==> src/encoder_pkg.sv <==
/*
 * Shared constants for the code hopping encoder control core: store word
 * indices, option word fields, state codes and timing counts.
 * Assumes a single 125 MHz core clock and byte addresses of four per word.
 */
package encoder_pkg;

    // ------------------------------------------------------------------
    // store layout
    // ------------------------------------------------------------------
    localparam int STORE_WORDS = 12;
    localparam int WORD_W = 16;
    localparam logic [3:0] IDX_KEY0 = 4'h0;
    localparam logic [3:0] IDX_KEY1 = 4'h1;
    localparam logic [3:0] IDX_KEY2 = 4'h2;
    localparam logic [3:0] IDX_KEY3 = 4'h3;
    localparam logic [3:0] IDX_COUNTER = 4'h4;
    localparam logic [3:0] IDX_SPARE_A = 4'h5;
    localparam logic [3:0] IDX_IDENT_LO = 4'h6;
    localparam logic [3:0] IDX_IDENT_HI = 4'h7;
    localparam logic [3:0] IDX_LEARN_LO = 4'h8;
    localparam logic [3:0] IDX_LEARN_HI = 4'h9;
    localparam logic [3:0] IDX_SPARE_B = 4'ha;
    localparam logic [3:0] IDX_OPTION = 4'hb;
    localparam logic [3:0] IDX_STATUS = 4'hc;
    localparam logic [3:0] IDX_LIMIT = 4'hc;
    localparam logic [15:0] WORD_RESET = 16'h0000;
    localparam logic [15:0] COUNTER_TOP = 16'hffff;

    // ------------------------------------------------------------------
    // option word and identity fields
    // ------------------------------------------------------------------
    localparam int OPT_DISC_MSB = 9;
    localparam int OPT_OVERFLOW_FLAG_FIRST = 10;
    localparam int OPT_OVERFLOW_FLAG_SECOND = 11;
    localparam int OPT_TRIP_SEL = 12;
    localparam int OPT_RATE_LO = 13;
    localparam int OPT_RATE_HI = 14;
    localparam int IDENT_HI_SHUTOFF = 15;
    localparam int IDENT_TX_HI_MSB = 11;
    localparam logic [1:0] RATE_400US = 2'h0;
    localparam logic [1:0] RATE_200US = 2'h1;
    localparam logic [1:0] RATE_100US_HALF = 2'h2;
    localparam logic [1:0] BLANK_NONE = 2'h0;
    localparam logic [1:0] BLANK_HALF = 2'h1;
    localparam logic [1:0] BLANK_QUARTER = 2'h3;
    localparam logic [3:0] BUTTONS_ALL = 4'hf;

    // ------------------------------------------------------------------
    // timing
    // ------------------------------------------------------------------
    localparam longint unsigned CLK_HZ = 125_000_000;
    localparam longint unsigned DEBOUNCE_MS = 10;
    localparam longint unsigned AUTO_OFF_S = 25;
    localparam longint unsigned BLINK_HALF_MS = 100;
    localparam longint unsigned DEBOUNCE_CYC = CLK_HZ * DEBOUNCE_MS / 1000;
    localparam longint unsigned AUTO_OFF_CYC = CLK_HZ * AUTO_OFF_S;
    localparam longint unsigned BLINK_HALF_CYC = CLK_HZ * BLINK_HALF_MS / 1000;

    // ------------------------------------------------------------------
    // control states
    // ------------------------------------------------------------------
    typedef enum logic [2:0] {
        ST_IDLE = 3'b000,
        ST_DEBOUNCE = 3'b001,
        ST_COUNT = 3'b010,
        ST_CIPHER = 3'b011,
        ST_SEND = 3'b100,
        ST_TIMEOUT = 3'b101
    } enc_state_t;

    // blanking mask for a rate pair: a word is sent when index & mask is zero
    function automatic logic [1:0] blank_mask(input logic [1:0] rate);
        logic [1:0] m;
        m = BLANK_QUARTER;
        if (rate == RATE_400US) begin
            m = BLANK_NONE;
        end else if (rate == RATE_200US || rate == RATE_100US_HALF) begin
            m = BLANK_HALF;
        end
        return m;
    endfunction : blank_mask

endpackage : encoder_pkg

==> src/hopping_encoder_control_store.sv <==
/*
 * Control core of a button woken code hopping encoder with its twelve word
 * parameter store reached over APB. Assumes an external 32-bit cipher on the
 * same clock and an external bit modulator that pulses word_done per word.
 */
// Chosen here: register access over APB.
module hopping_encoder_control_store
    import encoder_pkg::*;
#(
    parameter int unsigned DEBOUNCE_CYCLES = 32'(DEBOUNCE_CYC),
    parameter int unsigned AUTO_OFF_CYCLES = 32'(AUTO_OFF_CYC),
    parameter int unsigned BLINK_CYCLES = 32'(BLINK_HALF_CYC)
) (
    input wire logic core_clk,
    input wire logic rst,
    input wire logic psel,
    input wire logic penable,
    input wire logic pwrite,
    input wire logic [7:0] paddr,
    input wire logic [31:0] pwdata,
    output logic [31:0] prdata,
    output logic pready,
    output logic pslverr,
    input wire logic button_in_0,
    input wire logic button_in_1,
    input wire logic button_in_2,
    input wire logic button_in_3,
    input wire logic battery_low,
    output logic cipher_req,
    output logic [31:0] cipher_plain,
    output logic [63:0] cipher_key,
    input wire logic cipher_done,
    input wire logic [31:0] cipher_result,
    output logic word_valid,
    output logic word_blank,
    output logic [65:0] code_word,
    input wire logic word_done,
    output logic [1:0] pulse_element_sel,
    output logic battery_trip_select,
    output logic indicator_sink_n
);

    // ------------------------------------------------------------------
    // declarations
    // ------------------------------------------------------------------
    logic [WORD_W-1:0] store_ff [STORE_WORDS];
    enc_state_t state_ff, nxt_state;
    logic [3:0] btn_meta_ff, btn_sync_ff, btn_held_ff;
    logic [1:0] batt_meta_ff;
    logic batt_sync_ff, vlow_ff, rpt_ff, blink_ff, cipher_req_ff, blank_ff, led_n_ff;
    logic [31:0] deb_cnt_ff, off_cnt_ff, blink_cnt_ff, hop_ff, prdata_ff;
    logic [1:0] word_idx_ff;
    logic [15:0] option_w, ident_hi_w, counter_w;
    logic any_btn, new_btn, active_tx, restart, deb_done, is_seed, shutoff_en, shutoff_hit;
    logic apb_setup, apb_access, addr_ok, hit_store, hit_status, store_wr, hw_step, wrap;
    logic [3:0] reg_idx;
    logic [31:0] status_word;
    logic [1:0] rate;

    // ------------------------------------------------------------------
    // input synchronisers
    // ------------------------------------------------------------------
    // two flops for the buttons, three for the battery comparator
    always_ff @(posedge core_clk) begin
        if (rst) begin
            btn_meta_ff <= 4'h0;
            btn_sync_ff <= 4'h0;
            batt_meta_ff <= 2'h0;
            batt_sync_ff <= 1'b0;
        end else begin
            btn_meta_ff <= {button_in_3, button_in_2, button_in_1, button_in_0};
            btn_sync_ff <= btn_meta_ff;
            batt_meta_ff <= {batt_meta_ff[0], battery_low};
            batt_sync_ff <= batt_meta_ff[1];
        end
    end

    // ------------------------------------------------------------------
    // decode of store fields and button events
    // ------------------------------------------------------------------
    assign option_w = store_ff[IDX_OPTION];
    assign ident_hi_w = store_ff[IDX_IDENT_HI];
    assign counter_w = store_ff[IDX_COUNTER];
    assign rate = {option_w[OPT_RATE_HI], option_w[OPT_RATE_LO]};
    assign shutoff_en = ident_hi_w[IDENT_HI_SHUTOFF];
    assign any_btn = |btn_sync_ff;
    assign new_btn = |(btn_sync_ff & ~btn_held_ff);
    assign active_tx = (state_ff == ST_COUNT) || (state_ff == ST_CIPHER) || (state_ff == ST_SEND);
    assign restart = active_tx && new_btn;
    assign deb_done = (state_ff == ST_DEBOUNCE) && (deb_cnt_ff == DEBOUNCE_CYCLES - 1);
    assign is_seed = (btn_held_ff == BUTTONS_ALL);
    assign shutoff_hit = shutoff_en && (off_cnt_ff == AUTO_OFF_CYCLES - 1);
    assign hw_step = (state_ff == ST_COUNT) && !restart;
    assign wrap = (counter_w == COUNTER_TOP);

    // ------------------------------------------------------------------
    // control state machine
    // ------------------------------------------------------------------
    // next state; an added button in count, cipher or send overrides everything and re-debounces
    always_comb begin
        nxt_state = state_ff;
        case (state_ff)
            ST_IDLE: begin
                if (any_btn) begin
                    nxt_state = ST_DEBOUNCE;
                end
            end
            ST_DEBOUNCE: begin
                if (deb_done) begin
                    nxt_state = any_btn ? ST_COUNT : ST_IDLE;
                end
            end
            ST_COUNT: begin
                nxt_state = is_seed ? ST_SEND : ST_CIPHER;
            end
            ST_CIPHER: begin
                if (cipher_done) begin
                    nxt_state = ST_SEND;
                end
            end
            ST_SEND: begin
                if (shutoff_hit) begin
                    nxt_state = ST_TIMEOUT;
                end else if (word_done && !any_btn) begin
                    nxt_state = ST_IDLE;
                end
            end
            ST_TIMEOUT: begin
                if (!any_btn) begin
                    nxt_state = ST_IDLE;
                end
            end
            default: begin
                nxt_state = ST_IDLE;
            end
        endcase
        if (restart) begin
            nxt_state = ST_DEBOUNCE;
        end
    end

    always_ff @(posedge core_clk) begin
        if (rst) begin
            state_ff <= ST_IDLE;
        end else begin
            state_ff <= nxt_state;
        end
    end

    // ------------------------------------------------------------------
    // debounce, shutoff and blink timers
    // ------------------------------------------------------------------
    // debounce counts only inside its state; shutoff counts from count state until release, restarting on an added button
    always_ff @(posedge core_clk) begin
        if (rst) begin
            deb_cnt_ff <= 32'h0;
            off_cnt_ff <= 32'h0;
        end else begin
            deb_cnt_ff <= (state_ff == ST_DEBOUNCE && !deb_done) ? deb_cnt_ff + 32'h1 : 32'h0;
            if (!active_tx || restart) begin
                off_cnt_ff <= 32'h0;
            end else if (shutoff_en && !shutoff_hit) begin
                off_cnt_ff <= off_cnt_ff + 32'h1;
            end
        end
    end

    // about 5 Hz toggle used when the battery is low
    always_ff @(posedge core_clk) begin
        if (rst || !active_tx) begin
            blink_cnt_ff <= 32'h0;
            blink_ff <= 1'b0;
        end else if (blink_cnt_ff == BLINK_CYCLES - 1) begin
            blink_cnt_ff <= 32'h0;
            blink_ff <= ~blink_ff;
        end else begin
            blink_cnt_ff <= blink_cnt_ff + 32'h1;
        end
    end

    // ------------------------------------------------------------------
    // transmission data
    // ------------------------------------------------------------------
    // sample buttons after debounce; latch hopping part and status bits
    always_ff @(posedge core_clk) begin
        if (rst) begin
            btn_held_ff <= 4'h0;
            hop_ff <= 32'h0;
            cipher_req_ff <= 1'b0;
            rpt_ff <= 1'b0;
            vlow_ff <= 1'b0;
            word_idx_ff <= 2'h0;
        end else begin
            cipher_req_ff <= (state_ff == ST_COUNT) && (nxt_state == ST_CIPHER);
            if (deb_done) begin
                btn_held_ff <= btn_sync_ff;
            end else if (state_ff == ST_IDLE) begin
                btn_held_ff <= 4'h0;
            end
            if (hw_step && is_seed) begin
                hop_ff <= {store_ff[IDX_LEARN_HI], store_ff[IDX_LEARN_LO]};
            end else if (state_ff == ST_CIPHER && cipher_done) begin
                hop_ff <= cipher_result;
            end
            if (hw_step) begin
                rpt_ff <= 1'b0;
                vlow_ff <= batt_sync_ff;
                word_idx_ff <= 2'h0;
            end else if (state_ff == ST_SEND && word_done) begin
                rpt_ff <= 1'b1;
                vlow_ff <= batt_sync_ff;
                word_idx_ff <= word_idx_ff + 2'h1;
            end
        end
    end

    // blank flag and indicator drive come from flops
    always_ff @(posedge core_clk) begin
        if (rst) begin
            blank_ff <= 1'b0;
            led_n_ff <= 1'b1;
        end else begin
            blank_ff <= |(word_idx_ff & blank_mask(rate));
            led_n_ff <= ~(active_tx && (!vlow_ff || blink_ff));
        end
    end

    // plaintext: buttons, two overflow flags, discrimination, counter
    assign cipher_plain = {btn_held_ff, option_w[OPT_OVERFLOW_FLAG_SECOND:OPT_OVERFLOW_FLAG_FIRST],
                           option_w[OPT_DISC_MSB:0], counter_w};
    assign cipher_key = {store_ff[IDX_KEY3], store_ff[IDX_KEY2],
                         store_ff[IDX_KEY1], store_ff[IDX_KEY0]};
    assign cipher_req = cipher_req_ff;
    // fixed part: low battery, repeat, buttons, 28 identity bits
    assign code_word = {vlow_ff, rpt_ff, btn_held_ff, ident_hi_w[IDENT_TX_HI_MSB:0],
                        store_ff[IDX_IDENT_LO], hop_ff};
    assign word_valid = (state_ff == ST_SEND);
    assign word_blank = blank_ff;
    assign pulse_element_sel = rate;
    assign battery_trip_select = option_w[OPT_TRIP_SEL];
    assign indicator_sink_n = led_n_ff;

    // ------------------------------------------------------------------
    // APB slave
    // ------------------------------------------------------------------
    // zero wait answer; store words are write only and read as zero
    assign apb_setup = psel && !penable;
    assign apb_access = psel && penable;
    assign reg_idx = paddr[5:2];
    assign addr_ok = (paddr[7:6] == 2'h0) && (paddr[1:0] == 2'h0);
    assign hit_store = addr_ok && (reg_idx < IDX_LIMIT);
    assign hit_status = addr_ok && (reg_idx == IDX_STATUS);
    assign store_wr = apb_access && pwrite && hit_store;
    assign status_word = {23'h0, state_ff == ST_TIMEOUT, rpt_ff, btn_held_ff, state_ff};
    assign pready = 1'b1;
    assign pslverr = apb_access && !(hit_store || hit_status);
    assign prdata = prdata_ff;

    always_ff @(posedge core_clk) begin
        if (rst) begin
            prdata_ff <= 32'h0;
        end else if (apb_setup) begin
            prdata_ff <= (hit_status && !pwrite) ? status_word : 32'h0;
        end
    end

    // ------------------------------------------------------------------
    // parameter store
    // ------------------------------------------------------------------
    // the counter step wins over a software write in the same cycle
    always_ff @(posedge core_clk) begin
        if (rst) begin
            for (int i = 0; i < STORE_WORDS; i++) begin
                store_ff[i] <= WORD_RESET;
            end
        end else begin
            if (store_wr) begin
                store_ff[reg_idx] <= pwdata[WORD_W-1:0];
            end
            if (hw_step) begin
                store_ff[IDX_COUNTER] <= counter_w + 16'h1;
                if (wrap && option_w[OPT_OVERFLOW_FLAG_FIRST]) begin
                    store_ff[IDX_OPTION][OPT_OVERFLOW_FLAG_FIRST] <= 1'b0;
                end else if (wrap) begin
                    store_ff[IDX_OPTION][OPT_OVERFLOW_FLAG_SECOND] <= 1'b0;
                end
            end
        end
    end
endmodule : hopping_encoder_control_store

==> config.mk <==
export PLATFORM = sky130hd
export DESIGN_NAME = hopping_encoder_control_store
export DESIGN_NICKNAME = d
export VERILOG_FILES = /design/src/encoder_pkg.sv /design/src/hopping_encoder_control_store.sv
export SDC_FILE = /design/constraint.sdc
export NUM_CORES = 1
export LEC_CHECK = 0
export BUFFER_PORTS_ARGS = -buffer_cell sky130_fd_sc_hd__buf_2
export CAP_MARGIN = 20
export CORE_MARGIN = 5
export CORE_UTILIZATION = 35
export DETAILED_ROUTE_END_ITERATION = 10
export GPL_TIMING_DRIVEN = 0
export PLACE_DENSITY = 0.57
export SYNTH_ARGS = -nofsm -noshare
export SYNTH_HDL_FRONTEND = slang
export SYNTH_SLANG_ARGS = --single-unit
==> constraint.sdc <==
create_clock -name core_clk -period 2.66 [get_ports core_clk]
set_input_delay 0.266 -clock core_clk [delete_from_list [all_inputs] [get_ports core_clk]]
set_output_delay 0.266 -clock core_clk [all_outputs]
set_load 0.02 [all_outputs]
After elaboration in Yosys (flattened, before gate mapping). Memory sizes are Yosys's and may differ from the RTL's. Index checks and enable logic that the tools add are counted. W data, S select, Z words.

Output and inout port bits: 203. Register bits after elaboration: 186. Memories: 1. Input port bits: 84. RAM bits: 192. Word-level logic and storage cells: 165.

Bitwise logic cells: 27. $add $sub $neg: 5. Reduce and logical (&&, ||, !) cells: 53. Equality and inequality tests: 17. $lt $le $gt $ge: 1. Mux-type cells: 43.

Memories: store_ff (words 12, width 16, rd ports 10, clocked after Yosys merged registers in 0, wr ports 12, RTL line hopping_encoder_control_store.sv:46) `logic [WORD_W-1:0] store_ff [STORE_WORDS];`.

Operator list (count): $add A32 B1 Y32 const B (3); $mux W32 (2); $eq A32 B21 Y1 const B (1); $eq A32 B24 Y1 const B (1); $eq A32 B32 Y1 const B (1); $mux W16 (2); $mux W3 (9); $logic_and A1 B1 Y1 (22); $mux W1 (21); $eq A4 B4 Y1 const B (5); $pmux W3 S6 (1); $add A16 B1 Y16 const B (1); $eq A16 B16 Y1 const B (1); $reduce_or A16 Y1 (1); $mux W4 (3); $reduce_or A2 Y1 (5); $and A1 B1 Y1 (9); $eq A3 B2 Y1 const B (3); $logic_not A1 Y1 (9); $mux W9 (1); $not A1 Y1 (9); $mux W2 (4); $reduce_or A4 Y1 (2); $logic_or A1 B1 Y1 (7); other kinds (14) (23).

Depth between registers and ports, before layout. Gate-level depths: netlist of run 1.

Depth in word-level cells: 16. Gate-level depth with buffers: 9. Depth with buffers taken out: 6.

Worst setup path after synthesis of run 1. OpenSTA, ideal clock, no wires.

Kind: register -> register. Start: reg btn_held_ff[3]. End: mem store_ff[4][10], data pin. Library setup time: 264 ps. Data required time: 2396 ps. Stages on the path, launching flop included: 9. Arrival time: 2081 ps. Buffers on the path: 3. Period minus slack after synthesis: 2345 ps. Setup slack: 315 ps. Cell sequence: dfxtp_1 > nand2b_1 > o2111ai_1 > or4_1 > buf_2 > nor2b_1 > clkbuf_1 > buf_2 > o2bb2ai_1.

RTL lines: from (decl) (RTL line hopping_encoder_control_store.sv:48) `logic [3:0] btn_meta_ff, btn_sync_ff, btn_held_ff;`; from (signal assigned) (RTL line hopping_encoder_control_store.sv:196) `btn_held_ff <= btn_sync_ff;`; to (decl) (RTL line hopping_encoder_control_store.sv:46).

==> flow_summary.json, run 1 <==
{
  "status": "completed",
  "numPortBuffers": 244,
  "synth_cell_types": 63,
  "die_y_um": 209,
  "cpMostUsedCell": "buf_2",
  "hold_ws_ns": 0.0249,
  "place_congestion": 0.833,
  "rows": 72,
  "clkSlewWorstSetupHoldPaths_ns": 0.06,
  "crit_fanout": 10,
  "min_to": "hop_ff[3]",
  "drive_gt1_frac": 0.244,
  "crit_required_ns": 2.91,
  "yosys-top-cells-area": "edfxtp_1 34%, dfxtp_1 24%, and2_1 6.5%",
  "setup_viol": 0,
  "critPathTopFamily": "simple AND/OR/NAND/NOR gates",
  "yosys_warnings": 0,
  "tns_ns": 0,
  "grt_pass1_wl_um": 61400,
  "avgRoutedWirePerCell_um": 18.4,
  "drv_cap": 0,
  "crit_type": "reg -> reg",
  "hpwl_um": 29200,
  "synth_cells": 1300,
  "overflow": 0,
  "slowest_stage": "or4_4",
  "antenna_found_initial": 11,
  "final_cell_mix": "247 x buf_2, 160 x dfxtp_1, 156 x edfxtp_1",
  "cts_buffers": 37,
  "max-slew-margin-rel": 0.421,
  "detail-route-antenna-nets": 0,
  "yosysSeqAreaShare": 0.576,
  "seq_power_share": 0.480,
  "cts_sinks": 319,
  "min_path_cells": 3,
  "clockBufferDepth": 3,
  "synth_edf_count": 156,
  "min_from": "cipher_result[3]",
  "htreeDepth": 2,
  "seqCellArea_um2": 7950,
  "p_int_mw": 8.58,
  "power_switching_share": 0.226,
  "drc": 0,
  "fill_cells": 3700,
  "power_density_nw_per_um2": 649,
  "finalNetCount": 1697,
  "worstPathArrival_ns": 2.80,
  "coreArea_um2": 38800,
  "io_pins": 287,
  "synth.largest_area_cell": "edfxtp_1",
  "cts_tree": "built",
  "wl_um": 39800,
  "r2r_start": "btn_held_ff[1]",
  "power_switching_mw": 2.51,
  "comb_power_share": 0.056,
  "reg2reg_slack_ns": 0.11,
  "synth.cell_area_um2": 13800,
  "crit_path_cell_trace": "nand2b_1 > o2111ai_4 > or4_4 > buf_2 > nor2b_1 > clkbuf_1 > buf_2 > o2bb2ai_1",
  "final_area_um2": 17100,
  "grt_usage": 0.178,
  "syn2layout_area_growth_pct": 23.8,
  "fmaxAchievable_mhz": 392,
  "postSynth.asyncResetShare": 0,
  "drt_pre_antenna_iters": 4,
  "root_buffer": "clkbuf_16",
  "final_common_cell": "buf_2",
  "r2r-end": "store_ff[4][12]",
  "dieArea_um2": 43500,
  "dr_total_vias": 10457,
  "initial_core_util": 0.355,
  "viasPerCell": 4.84,
  "hold_viol_final": 0,
  "first_iter_violations": 612,
  "rsz0062_at_grt": "no",
  "reg2reg_depth": 8,
  "worstSkewPairLatency_ns": 0.53,
  "hp-class": "in -> reg",
  "drv_slew": 0,
  "yosysTopAreaCellShare": 0.340,
  "ys.flop_type": "dfxtp_1",
  "grt_max_degree": 15,
  "end_kind": "flip-flop",
  "min_period_over_period": 0.959,
  "worstPathBufferInverterCount": 3,
  "multi_input_area_um2": 5330,
  "clock_skew_ns": 0.0224,
  "ir_worst_vdd_mv": 0.680,
  "ys_ff_latch": 319,
  "die_w_um": 209,
  "leakagePower_nw": 6.26,
  "critical_path.max_stage_delay_ns": 0.54,
  "post-route-min-period_ns": 2.55,
  "critPathLaunchType": "flip-flop",
  "p_clk_frac": 0.464,
  "tightestPinTransition_ns": 0.862,
  "grt_pass1_vias": 10405,
  "avgSynthCellArea_um2": 10.6,
  "dpl-instance-area_um2": 15700
}
-- timing repair --
| item | in CTS | in global routing |
|---|---|---|
| buffers inserted | 0 | 0 |
| endpoints found under the hold margin | 4 | 0 |
| gates resized for setup | 6 | 10 |
| hold buffers | 4 | 0 |
| endpoints found under the setup margin | 52 | 99 |
-- cell usage after synthesis, types with 30 or more instances --
| cell | instances |
|---|---|
| dfxtp_1 | 163 |
| edfxtp_1 | 156 |
| and2_1 | 143 |
| nor2_1 | 117 |
| nand2_1 | 87 |
| xnor2_1 | 67 |
| clkbuf_1 | 55 |
| a21oi_1 | 54 |
| buf_4 | 42 |
| nand3_1 | 41 |
| a22oi_1 | 32 |
| nor3_1 | 30 |
| or2_2 | 30 |
-- final cells by class --
cell class | instances | area share
antenna | 4 | 0.000586
buffer | 105 | 0.0327
clock buffer | 49 | 0.0605
clock inverter | 19 | 0.0114
inverter | 25 | 0.00571
multi-input combinational | 873 | 0.312
sequential | 319 | 0.466
tap | 518 | 0.0379
timing repair buffer | 248 | 0.0738
-- power by group through the flow --
stage / combinational [mW] / clock (mW) / sequential, mW
after global routing: 0.668 / 5.47 / 5.33
final: 0.623 / 5.15 / 5.32
after detailed placement: 0.614 / 0 / 5.42
after floorplan: 0.220 / 0 / 5.52
after global placement: 0.615 / 0 / 5.42
after CTS: 0.624 / 5.26 / 5.32
-- metrics by stage --
step	setup WS, ns	cells	power (mW)	util
after floorplan	0.315	1322	5.74	-
after global placement	-0.736	2084	6.03	0.406
after detailed placement	-0.760	2084	6.04	0.406
after CTS	0.0229	2156	11.2	0.439
after global routing	0.00507	2156	11.5	0.440
final	0.110	2160	11.1	0.440
-- kinds of logic after synthesis --
kind of cell	synth area share
AO/OA/AOI/OAI	0.0682
XOR/XNOR	0.0603
adder cells (fa/ha/maj)	0.00363
buffers and inverters	0.0471
flip-flops	0.576
multiplexers	0.00435
other	0.000544
AND/OR/NAND/NOR	0.240
-- flip-flops by register name (all words and copies together) (netlist names) --
signal,flops
deb_cnt_ff,32
hop_ff,32
batt_sync_ff,1
btn_held_ff,4
batt_meta_ff,2
state_ff,3
btn_sync_ff,4
rpt_ff,1
indicator_sink_n,1
word_blank,1
word_idx_ff,2
prdata,9
vlow_ff,1
off_cnt_ff,32
store_ff,156
btn_meta_ff,4
blink_cnt_ff,32
blink_ff,1
cipher_req,1
-- how the worst max path moves through the flow --
stage | start | to | slack (ns) | cells after the start
global placement | paddr[7] | store_ff[11][2] | -0.74 | 8
finish | btn_held_ff[1] | store_ff[4][12] | 0.11 | 8
CTS | btn_held_ff[1] | store_ff[4][12] | 0.02 | 8
floorplan | btn_held_ff[3] | store_ff[4][10] | 0.31 | 8
global route | btn_held_ff[1] | store_ff[4][10] | 0.005 | 8
detailed placement | paddr[7] | store_ff[11][1] | -0.76 | 8
-- worst reg2reg max path: cells and delay by family, from the launching register on --
kind            cells  cell delay (ns)
simple gates        3             0.88
flops               1             0.43
buf+inv             3             0.63
compound gates      2             0.35
-- layer usage --
| layer | GRT usage | share of wire |
|---|---|---|
| met5 | 0 | 0.0016 |
| met4 | 0.0387 | 0.020 |
| met3 | 0.0688 | 0.094 |
| met2 | 0.289 | 0.46 |
| met1 | 0.228 | 0.43 |
Power figures use the tool's default switching activity.
==> run 2: changes to the inputs <==
--- a/config.mk
+++ b/config.mk
@@ -10,8 +10,10 @@
 export CORE_MARGIN = 5
 export CORE_UTILIZATION = 35
 export DETAILED_ROUTE_END_ITERATION = 10
+export GPL_ROUTABILITY_DRIVEN = 0
 export GPL_TIMING_DRIVEN = 0
 export PLACE_DENSITY = 0.57
+export RECOVER_POWER = 100
 export SYNTH_ARGS = -nofsm -noshare
 export SYNTH_HDL_FRONTEND = slang
 export SYNTH_SLANG_ARGS = --single-unit
==> run 2 against run 1 <==
Against the previous run: critical path depth stayed put; count of clock-buffer cells in the layout stayed put; clock power about the same; first-iteration DRC count fell by 3.4%; via count down 0.80%; critical endpoint unchanged; largest power group unchanged; sequential share of layout area is 0.65 points higher; core utilization down 0.61 points; non-clock buffer count unchanged; setup slack got worse by 0.0033 ns.
==> flow_summary.json, run 2 (synthesized netlist as in run 1, its figures left out) <==
{
  "gr-usage-met1": 0.228,
  "io_pins": 287,
  "hp-class": "in -> reg",
  "critPathLaunchType": "flip-flop",
  "leakagePower_nw": 5.59,
  "grt-busiest-layer": "met2",
  "seqCellArea_um2": 7950,
  "met3_usage": 0.0688,
  "final_cell_mix": "240 x clkbuf_1, 160 x dfxtp_1, 156 x edfxtp_1",
  "fmaxAchievable_mhz": 392,
  "wl_um": 39700,
  "multi_input_area_um2": 5310,
  "syn2layout_area_growth_pct": 22.1,
  "drt_pre_antenna_iters": 5,
  "final_common_cell": "clkbuf_1",
  "largest_reg_flops": 156,
  "drive_gt1_frac": 0.131,
  "cts_buffers": 37,
  "tightestPinTransition_ns": 0.898,
  "hold_ws_ns": 0.0250,
  "power_density_nw_per_um2": 657,
  "htreeDepth": 2,
  "clkSlewWorstSetupHoldPaths_ns": 0.06,
  "dr_total_vias": 10373,
  "min_period_over_period": 0.960,
  "largest-register": "store_ff",
  "grt_usage": 0.178,
  "end_kind": "flip-flop",
  "clockBufferDepth": 3,
  "detail-route-antenna-nets": 0,
  "overflow": 0,
  "first_iter_violations": 591,
  "worstSkewPairLatency_ns": 0.53,
  "grt_pass1_wl_um": 61400,
  "rsz0062_at_grt": "no",
  "setup_viol": 0,
  "cts_sinks": 319,
  "die_y_um": 209,
  "fin_util": 0.434,
  "grt_pass1_vias": 10405,
  "viasPerCell": 4.80,
  "finalWorstSetupSlack_ns": 0.107,
  "numPortBuffers": 244,
  "drc": 0,
  "grt_max_degree": 15,
  "hold_viol_final": 0,
  "die_w_um": 209,
  "dieArea_um2": 43500,
  "crit_required_ns": 2.91,
  "fill_cells": 3798,
  "worstPathArrival_ns": 2.80,
  "initial_core_util": 0.355,
  "rows": 72,
  "hpwl_um": 29200,
  "ir_worst_vdd_mv": 0.624,
  "clock_skew_ns": 0.0233,
  "use_met2": 0.289,
  "antenna_found_initial": 11,
  "crit_fanout": 10,
  "finalPower_mw": 11.1,
  "coreArea_um2": 38800,
  "post-route-min-period_ns": 2.55,
  "cts_tree": "built",
  "root_buffer": "clkbuf_16",
  "drv_cap": 0,
  "status": "completed",
  "drv_slew": 0,
  "avgRoutedWirePerCell_um": 18.4,
  "crit_type": "reg -> reg",
  "max-slew-margin-rel": 0.397,
  "post_cts_buffers": 0,
  "pre_cts_ws_ns": -0.760,
  "finalNetCount": 1697
}
-- run 2: layout make-up --
cell class	count	share of cell area
sequential	319	0.472
multi-input combinational	873	0.315
timing repair buffer	248	0.0617
clock buffer	49	0.0614
tap	518	0.0385
buffer	105	0.0331
clock inverter	19	0.0116
inverter	25	0.00579
antenna	5	0.000743
-- run 2: per-stage QoR --
step	cells	cell area (um2)	setup TNS, ns
2_1_floorplan	1322	13900	0
3_3_place_gp	2084	15700	-91.00
3_5_place_dp	2084	15700	-96.24
4_1_cts	2156	17000	0
5_1_grt	2157	16800	0
6_report	2161	16800	0
-- run 2: worst paths after layout --
| kind | start | end | slack, ns | depth (start not counted) |
|---|---|---|---|---|
| max | btn_held_ff[3] | store_ff[4][12] | 0.11 | 8 |
| min | cipher_result[2] | hop_ff[2] | 0.03 | 3 |
| max reg2reg | btn_held_ff[3] | store_ff[4][12] | 0.11 | 8 |
| min reg2reg | btn_meta_ff[2] | btn_sync_ff[2] | 0.44 | 1 |
-- run 2: power by group --
part           switching [mW]  leakage (nW)  internal (mW)
clock network            2.02         0.605           3.13
registers              0.0528          2.82           5.27
logic                   0.433          2.17          0.160
total                    2.51          5.59           8.55
-- run 2: repair_timing --
item / in CTS / in global routing
hold endpoints to repair: 4 / 0
resized for setup: 6 / 10
hold buffers: 4 / 0
endpoints found under the setup margin: 52 / 99
-- run 2: worst max-delay path, cell delays in order (launching register included) --
cell       delay (ns)
dfxtp_2          0.41
nand2b_1         0.18
o2111ai_4        0.20
or4_4            0.55
buf_2            0.20
nor2b_1          0.14
clkbuf_1         0.19
buf_2            0.24
o2bb2ai_1        0.15
-- run 2: metal layers --
layer / vias to the layer above / share of wire / routed length [um]
li1: 5118 / - / -
met1: 4913 / 0.43 / 17000
met2: 270 / 0.46 / 18300
met3: 62 / 0.091 / 3590
met4: 10 / 0.019 / 734
met5: - / 0.0016 / 62
